--- config.mk ---
export PLATFORM = sky130hd
export DESIGN_NAME = olock_map
export DESIGN_NICKNAME = d
export VERILOG_FILES = /design/src/design/olock_pkg.sv /design/src/design/olock_dec_if.sv /design/src/design/olock_region_dec.sv /design/src/design/olock_map.sv
export VERILOG_INCLUDE_DIRS = /design/src /design/src/design
export SDC_FILE = /design/constraint.sdc
export NUM_CORES = 1
export LEC_CHECK = 0
export BUFFER_PORTS_ARGS = -buffer_cell sky130_fd_sc_hd__buf_4
export CORE_ASPECT_RATIO = 1.5
export CORE_MARGIN = 4
export CORE_UTILIZATION = 55
export CTS_CLUSTER_SIZE = 8
export DETAILED_ROUTE_END_ITERATION = 10
export MAX_ROUTING_LAYER = met4
export PLACE_DENSITY = 0.91
export SETUP_SLACK_MARGIN = 0.1
export SKIP_LAST_GASP = 1
export SYNTH_ARGS = -nofsm -noshare
export SYNTH_HDL_FRONTEND = slang
export SYNTH_HIERARCHICAL = 1
export SYNTH_SLANG_ARGS = --single-unit
export TNS_END_PERCENT = 100
--- constraint.sdc ---
create_clock -name clk -period 4.8 [get_ports clk]
set_clock_uncertainty 0.15 [all_clocks]
set_input_delay 0.48 -clock clk [delete_from_list [all_inputs] [get_ports clk]]
set_output_delay 0.48 -clock clk [all_outputs]
set_load 0.02 [all_outputs]
--- src/design/olock_cfg.svh ---
`ifndef OLOCK_CFG_SVH
`define OLOCK_CFG_SVH

`define OLOCK_ADDR_W          24
`define OLOCK_SN_LOCK_OFS     24'h000100
`define OLOCK_LOW_A_OFS       24'h000112
`define OLOCK_LOW_B_OFS       24'h000113
`define OLOCK_HIGH_A_OFS      24'h000214
`define OLOCK_HIGH_B_OFS      24'h000215

`define OLOCK_SN_LOW_FIRST    24'h000102
`define OLOCK_SN_LOW_LAST     24'h000109
`define OLOCK_SN_HIGH_FIRST   24'h00010a
`define OLOCK_SN_HIGH_LAST    24'h000111
`define OLOCK_USER_LOW_FIRST  24'h000114
`define OLOCK_USER_LOW_LAST   24'h000213
`define OLOCK_USER_HIGH_FIRST 24'h000216
`define OLOCK_USER_HIGH_LAST  24'h0002ff

`define OLOCK_REGION_SHIFT    4
`define OLOCK_SN_LOW_IDX      6'h00
`define OLOCK_SN_HIGH_IDX     6'h01
`define OLOCK_USER_LOW_IDX    6'h02
`define OLOCK_USER_HIGH_IDX   6'h12

`define OLOCK_ERASED          8'hff
`define OLOCK_SN_FIXED        8'hfc
`define OLOCK_HIGH_B_FIXED    8'h80
`define OLOCK_NO_FIXED        8'h00

`endif

--- src/design/olock_pkg.sv ---
package olock_pkg;

    typedef enum logic [2:0] {
        OLOCK_SEL_NONE   = 3'b000,
        OLOCK_SEL_SN     = 3'b001,
        OLOCK_SEL_LOW_A  = 3'b010,
        OLOCK_SEL_LOW_B  = 3'b011,
        OLOCK_SEL_HIGH_A = 3'b100,
        OLOCK_SEL_HIGH_B = 3'b101
    } olock_sel_t;

    typedef logic [5:0] olock_region_t;
    typedef logic [2:0] olock_byte_idx_t;

endpackage : olock_pkg

--- src/design/olock_dec_if.sv ---
`timescale 1ns/100ps
interface olock_dec_if #(
    parameter int ADDR_W = 24
);
    logic [ADDR_W-1:0]       addr;
    olock_pkg::olock_sel_t    sel;
    logic                     hit;
    olock_pkg::olock_region_t region;

    modport req (
        output addr,
        input  sel,
        input  hit,
        input  region
    );

    modport dec (
        input  addr,
        output sel,
        output hit,
        output region
    );
endinterface : olock_dec_if

--- src/design/olock_region_dec.sv ---
`timescale 1ns/100ps
`include "olock_cfg.svh"
module olock_region_dec (
    olock_dec_if.dec d
);
    logic [`OLOCK_ADDR_W-1:0] low_ofs;
    logic [`OLOCK_ADDR_W-1:0] high_ofs;

    assign low_ofs  = d.addr - `OLOCK_USER_LOW_FIRST;
    assign high_ofs = d.addr - `OLOCK_USER_HIGH_FIRST;

    always_comb
    begin
        d.sel    = olock_pkg::OLOCK_SEL_NONE;
        d.hit    = 1'b0;
        d.region = `OLOCK_SN_LOW_IDX;
        unique case (d.addr)
            `OLOCK_SN_LOCK_OFS: d.sel = olock_pkg::OLOCK_SEL_SN;
            `OLOCK_LOW_A_OFS:   d.sel = olock_pkg::OLOCK_SEL_LOW_A;
            `OLOCK_LOW_B_OFS:   d.sel = olock_pkg::OLOCK_SEL_LOW_B;
            `OLOCK_HIGH_A_OFS:  d.sel = olock_pkg::OLOCK_SEL_HIGH_A;
            `OLOCK_HIGH_B_OFS:  d.sel = olock_pkg::OLOCK_SEL_HIGH_B;
            default:            d.sel = olock_pkg::OLOCK_SEL_NONE;
        endcase
        // Region data bytes; the last user region is short, so its range ends at the top
        if (d.addr >= `OLOCK_SN_LOW_FIRST && d.addr <= `OLOCK_SN_LOW_LAST)
        begin
            d.hit    = 1'b1;
            d.region = `OLOCK_SN_LOW_IDX;
        end
        else if (d.addr >= `OLOCK_SN_HIGH_FIRST && d.addr <= `OLOCK_SN_HIGH_LAST)
        begin
            d.hit    = 1'b1;
            d.region = `OLOCK_SN_HIGH_IDX;
        end
        else if (d.addr >= `OLOCK_USER_LOW_FIRST && d.addr <= `OLOCK_USER_LOW_LAST)
        begin
            d.hit    = 1'b1;
            d.region = `OLOCK_USER_LOW_IDX + {2'b00, low_ofs[`OLOCK_REGION_SHIFT+3:4]};
        end
        else if (d.addr >= `OLOCK_USER_HIGH_FIRST && d.addr <= `OLOCK_USER_HIGH_LAST)
        begin
            d.hit    = 1'b1;
            d.region = `OLOCK_USER_HIGH_IDX + {2'b00, high_ofs[`OLOCK_REGION_SHIFT+3:4]};
        end
    end
endmodule : olock_region_dec

--- src/design/olock_map.sv ---
// Notes on behaviour
// - Lock bits at fixed one-time addresses; programming one permanently locks its region.
// - Bit 0 of lock byte 0x100 locks the lower serial-number region.
// - Bit 1 of lock byte 0x100 locks the upper serial-number region.
// - Bits 2 to 7 of byte 0x100 cannot be programmed; such attempts ignored.
// - Bit 7 of byte 0x215 cannot be programmed; such attempts ignored.
// - Byte 0x214 bits 0 to 7 lock user regions 17 to 24.
// - A locked region refuses every further program; only reset clears a lock.
`timescale 1ns/100ps
`include "olock_cfg.svh"
module olock_map #(
    parameter int ADDR_W  = `OLOCK_ADDR_W,
    parameter int REGIONS = 33
) (
    input  wire logic              clk,
    input  wire logic              nrst,
    input  wire logic              prog_valid,
    input  wire logic [ADDR_W-1:0] prog_addr,
    input  wire logic [7:0]        prog_data,
    input  wire logic              rd_valid,
    input  wire logic [ADDR_W-1:0] rd_addr,
    output logic                   prog_lock_done,
    output logic                   prog_grant,
    output logic                   prog_refuse,
    output logic                   prog_ignore,
    output logic [ADDR_W-1:0]      grant_addr,
    output logic [7:0]             grant_data,
    output logic                   rd_data_valid,
    output logic                   rd_lock_hit,
    output logic [7:0]             rd_data,
    output logic [REGIONS-1:0]     region_locked
);
    // Programmed lock bits read 0, as in the rest of the one-time space
    // Entries: serial_number_lock_byte, user_lock_byte_low_a/_b, user_lock_byte_high_a/_b
    logic [7:0]          lock_reg [0:4];
    logic [7:0]          lock_next [0:4];
    logic                lock_done_reg;
    logic                lock_done_next;
    logic                grant_reg;
    logic                grant_next;
    logic                refuse_reg;
    logic                refuse_next;
    logic                ignore_reg;
    logic                ignore_next;
    logic [ADDR_W-1:0]   gaddr_reg;
    logic [ADDR_W-1:0]   gaddr_next;
    logic [7:0]          gdata_reg;
    logic [7:0]          gdata_next;
    logic                rvalid_reg;
    logic                rvalid_next;
    logic                rhit_reg;
    logic                rhit_next;
    logic [7:0]          rdata_reg;
    logic [7:0]          rdata_next;
    olock_pkg::olock_byte_idx_t pidx;
    olock_pkg::olock_byte_idx_t ridx;

    olock_dec_if #(.ADDR_W(ADDR_W)) pd ();
    olock_dec_if #(.ADDR_W(ADDR_W)) rd ();

    assign pd.addr = prog_addr;
    assign rd.addr = rd_addr;

    olock_region_dec u_prog_dec (
        .d (pd)
    );

    olock_region_dec u_rd_dec (
        .d (rd)
    );

    function automatic olock_pkg::olock_byte_idx_t byte_idx(input olock_pkg::olock_sel_t s);
        byte_idx = 3'(s) - 3'h1;
    endfunction : byte_idx

    function automatic logic [7:0] fixed_mask(input olock_pkg::olock_sel_t s);
        unique case (s)
            olock_pkg::OLOCK_SEL_SN:     fixed_mask = `OLOCK_SN_FIXED;
            olock_pkg::OLOCK_SEL_HIGH_B: fixed_mask = `OLOCK_HIGH_B_FIXED;
            default:                     fixed_mask = `OLOCK_NO_FIXED;
        endcase
    endfunction : fixed_mask

    assign pidx = byte_idx(pd.sel);
    assign ridx = byte_idx(rd.sel);

    // Serial pair first, then user regions 1 to 31 in ascending order
    assign region_locked = ~{lock_reg[4][6:0], lock_reg[3], lock_reg[2], lock_reg[1],
                             lock_reg[0][1:0]};

    always_comb
    begin
        for (int i = 0; i < 5; i++)
        begin
            lock_next[i] = lock_reg[i];
        end
        lock_done_next = 1'b0;
        grant_next     = 1'b0;
        refuse_next    = 1'b0;
        ignore_next    = 1'b0;
        gaddr_next     = gaddr_reg;
        gdata_next     = gdata_reg;
        if (prog_valid)
        begin
            if (pd.sel != olock_pkg::OLOCK_SEL_NONE)
            begin
                // Bits only ever go 1 to 0, so no program can undo a lock
                lock_next[pidx] = lock_reg[pidx] & (prog_data | fixed_mask(pd.sel));
                lock_done_next  = 1'b1;
            end
            else if (pd.hit && region_locked[pd.region])
            begin
                refuse_next = 1'b1;
            end
            else if (pd.hit)
            begin
                grant_next = 1'b1;
                gaddr_next = prog_addr;
                gdata_next = prog_data;
            end
            else
            begin
                ignore_next = 1'b1;
            end
        end
    end

    always_comb
    begin
        rvalid_next = rd_valid;
        rhit_next   = rhit_reg;
        rdata_next  = rdata_reg;
        if (rd_valid)
        begin
            rhit_next  = (rd.sel != olock_pkg::OLOCK_SEL_NONE);
            rdata_next = rhit_next ? lock_reg[ridx] : `OLOCK_ERASED;
        end
    end

    // Reset stands for power-up of a fresh part; real retention lives in the cell array
    always_ff @(posedge clk or negedge nrst)
    begin
        if (!nrst)
        begin
            for (int i = 0; i < 5; i++)
            begin
                lock_reg[i] <= `OLOCK_ERASED;
            end
            lock_done_reg <= 1'b0;
            grant_reg     <= 1'b0;
            refuse_reg    <= 1'b0;
            ignore_reg    <= 1'b0;
            gaddr_reg     <= '0;
            gdata_reg     <= `OLOCK_ERASED;
            rvalid_reg    <= 1'b0;
            rhit_reg      <= 1'b0;
            rdata_reg     <= `OLOCK_ERASED;
        end
        else
        begin
            for (int i = 0; i < 5; i++)
            begin
                lock_reg[i] <= lock_next[i];
            end
            lock_done_reg <= lock_done_next;
            grant_reg     <= grant_next;
            refuse_reg    <= refuse_next;
            ignore_reg    <= ignore_next;
            gaddr_reg     <= gaddr_next;
            gdata_reg     <= gdata_next;
            rvalid_reg    <= rvalid_next;
            rhit_reg      <= rhit_next;
            rdata_reg     <= rdata_next;
        end
    end

    assign prog_lock_done = lock_done_reg;
    assign prog_grant     = grant_reg;
    assign prog_refuse    = refuse_reg;
    assign prog_ignore    = ignore_reg;
    assign grant_addr     = gaddr_reg;
    assign grant_data     = gdata_reg;
    assign rd_data_valid  = rvalid_reg;
    assign rd_lock_hit    = rhit_reg;
    assign rd_data        = rdata_reg;

    a_lock_never_clears: assert property (
        @(posedge clk) disable iff (!nrst)
        (($past(region_locked) & ~region_locked) == '0))
        else $error("a region lock was cleared");

    a_locked_refused: assert property (
        @(posedge clk) disable iff (!nrst)
        (prog_valid && pd.sel == olock_pkg::OLOCK_SEL_NONE && pd.hit
         && region_locked[pd.region])
        |=> (prog_refuse && !prog_grant))
        else $error("program to a locked region was not refused");

    a_open_granted: assert property (
        @(posedge clk) disable iff (!nrst)
        (prog_valid && pd.sel == olock_pkg::OLOCK_SEL_NONE && pd.hit
         && !region_locked[pd.region])
        |=> (prog_grant && grant_addr == $past(prog_addr) && grant_data == $past(prog_data)))
        else $error("program to an open region was not passed on");

    a_outside_ignored: assert property (
        @(posedge clk) disable iff (!nrst)
        (prog_valid && pd.sel == olock_pkg::OLOCK_SEL_NONE && !pd.hit)
        |=> (prog_ignore && !prog_grant && !prog_refuse))
        else $error("program outside the regions was not ignored");

    a_sn_fixed_bits: assert property (
        @(posedge clk) disable iff (!nrst)
        (lock_reg[0][7:2] == 6'h3f))
        else $error("fixed serial lock bits changed");

    a_high_b_fixed: assert property (
        @(posedge clk) disable iff (!nrst)
        (lock_reg[4][7] == 1'b1))
        else $error("fixed top lock bit changed");

    a_sn_low_lock: assert property (
        @(posedge clk) disable iff (!nrst)
        (prog_valid && prog_addr == `OLOCK_SN_LOCK_OFS && !prog_data[0])
        |=> region_locked[0] ##1 region_locked[0])
        else $error("lower serial region not locked by bit 0");

    a_sn_high_lock: assert property (
        @(posedge clk) disable iff (!nrst)
        (prog_valid && prog_addr == `OLOCK_SN_LOCK_OFS && !prog_data[1])
        |=> region_locked[1])
        else $error("upper serial region not locked by bit 1");

    a_high_a_order: assert property (
        @(posedge clk) disable iff (!nrst)
        (prog_valid && prog_addr == `OLOCK_HIGH_A_OFS && prog_data == 8'h7f
         && !region_locked[25])
        |=> (region_locked[25] && $stable(region_locked[24:18])))
        else $error("bit 7 of the high lock byte did not lock region 24 alone");

    a_user_low_map: assert property (
        @(posedge clk) disable iff (!nrst)
        (prog_valid && prog_addr == `OLOCK_LOW_A_OFS && !prog_data[0])
        |=> region_locked[2])
        else $error("region 1 not locked by its bit");

    a_user_top_map: assert property (
        @(posedge clk) disable iff (!nrst)
        (prog_valid && prog_addr == `OLOCK_HIGH_B_OFS && !prog_data[6])
        |=> region_locked[32])
        else $error("region 31 not locked by its bit");
endmodule : olock_map

==> flow_summary.json <==
{
  "outcome": "completed",
  "synth_cells": 463,
  "clkTransAtPathRegs_ns": 0.06,
  "cts_buffer_depth": 2,
  "first_iter_violations": 272,
  "hold_path_end": "rd_data_valid",
  "worst_hold_slack_ns": 0.180,
  "numCtsBuffers": 9,
  "avgRoutedWirePerCell_microns": 20.3,
  "root_buffer": "clkbuf_16",
  "rows": 43,
  "fin_cells": 716,
  "crit_required_ns": 4.86,
  "setup_ws_ns": 0.739,
  "critPathLaunchType": "input pin",
  "placed_cells": 699,
  "maxSlewViolCount": 0,
  "cpMaxStageDelayCell": "a211oi_2",
  "cap_violations": 0,
  "antenna_found_initial": 0,
  "grt_usage_pct": 27.3,
  "grt_use_met3_pct": 5.59,
  "use_met2_pct": 48.0,
  "cts_tree": "yes",
  "finalPower_mw": 1.45,
  "slew_headroom_pct": 56.4,
  "place_ws_ns": 0.349,
  "crit_chain": "buf_4 -> nor4_1 -> nand4_1 -> a211oi_2 -> a22o_1 -> mux4_2 -> a22o_1 -> o2111ai_1 -> o21ai_4 -> buf_4 -> mux2_4",
  "grt_max_degree": 46,
  "hold_path.class": "input pin to flip-flop",
  "vdd_drop_max_mv": 0.271,
  "reg2reg_depth": 6,
  "drc": 0,
  "yosys_warnings": 6,
  "initial_core_util_pct": 56.8,
  "met1_usage_pct": 29.9,
  "layout.nets": 667,
  "rr_endpoint": "grant_addr[20]",
  "die_x_microns": 88.0,
  "drt_first_pass_iters": 6,
  "max_freq_ghz": 0.246,
  "period_share_pct": 84.6,
  "core-area_sq_um": 9310,
  "antenna_left": 0,
  "rsz0062_at_grt": "no",
  "finalCriticalPeriod_ns": 4.06,
  "htreeDepth": 3,
  "reg2reg_from": "lock_reg[19]",
  "portBuffers": 138,
  "vias": 4361,
  "layout_common_cells": "149 x buf_4, 56 x dfstp_2, 44 x inv_1, 44 x mux2_2, 31 x nor2_1",
  "hold_violations": 0,
  "synth_area_per_cell_sq_um": 11.4,
  "endpoint_kind": "flip-flop",
  "drive_gt1_share_pct": 52.2,
  "clock_latency_ns": 0.34,
  "fin_setup_tns_ns": 0,
  "powerDensity_nw_per_um2": 217,
  "grt.busiest_layer": "met2",
  "dieArea_sq_um": 11300,
  "cts_sinks": 86,
  "max_stage_delay_ns": 0.54,
  "n_antenna_cell": 0,
  "hold_depth": 1,
  "drt-total-wl_microns": 14500,
  "ios": 139,
  "worst-setup-path-type": "input pin to flip-flop",
  "syn_area_sq_um": 5280,
  "area_growth_pct": 26.5,
  "die_h_microns": 128,
  "final_common_cell": "buf_4",
  "cp.arrival_ns": 4.12,
  "grt_pass1_wl_microns": 22800,
  "critPathLaunch": "prog_addr[18]",
  "via_per_inst": 6.09,
  "gp_congestion": 1.01,
  "tightest_slew_ns": 0.655,
  "crit_fanout": 33,
  "syn_nets": 531,
  "r2r_setup_slack_ns": 2.15,
  "grt_pass1_vias": 4627,
  "largest_reg_flops": 40,
  "finalSetupViolCount": 0,
  "grt_overflow": 0,
  "hpwl_microns": 11000,
  "min_from": "rd_valid",
  "p_leak_nw": 2.80
}
[where the power goes]
part | switching (mW) | leakage [nW] | internal [mW]
clock network | 0.267 | 0.133 | 0.347
logic | 0.0575 | 1.67 | 0.0501
registers | 0.000259 | 0.994 | 0.728
total | 0.325 | 2.80 | 1.13
[metrics by stage]
| step | instance area [sq um] | util (%) |
|---|---|---|
| 2_1_floorplan | 5280 | - |
| 3_3_place_gp | 6410 | 68.9 |
| 3_5_place_dp | 6410 | 68.9 |
| 4_1_cts | 6680 | 71.8 |
| 5_1_grt | 6680 | 71.8 |
| 6_report | 6680 | 71.8 |
[worst max-delay path: cells and delay by family]
kind / cells / cell delay, ns
AO/OA/AOI/OAI: 5 / 1.46
multiplexers: 2 / 0.90
buffers and inverters: 2 / 0.43
AND/OR/NAND/NOR: 2 / 0.83
[area by class of cell]
type	count	area (sq um)
sequential	86	2220
clock buffer	11	233
timing repair buffer	150	1130
clock inverter	5	26.3
fill	641	2630
multi-input combinational	308	2770
tap	112	140
inverter	44	165
[worst max-delay path by stage]
stage	end	slack, ns	cells past startpoint
final	grant_addr[20]	0.74	11
after global routing	grant_addr[2]	0.49	12
after CTS	grant_addr[20]	0.71	11
after detailed placement	grant_addr[20]	0.35	11
after global placement	grant_addr[9]	0.47	11
after floorplan	lock_reg[10]	0.87	14
[metal layers]
layer  routed length, microns  share of wire [%]
met5                        0                  0
met4                      291                2.0
met3                     1040                7.2
met2                     7940                 55
met1                     5230                 36
[timing repair]
| item | in CTS | in global routing |
|---|---|---|
| gates resized for setup | 0 | 0 |
| hold buffers | 1 | 0 |
| setup buffers | 0 | 0 |
| hold endpoints to repair | 3 | 0 |
Power figures use the tool's default switching activity.
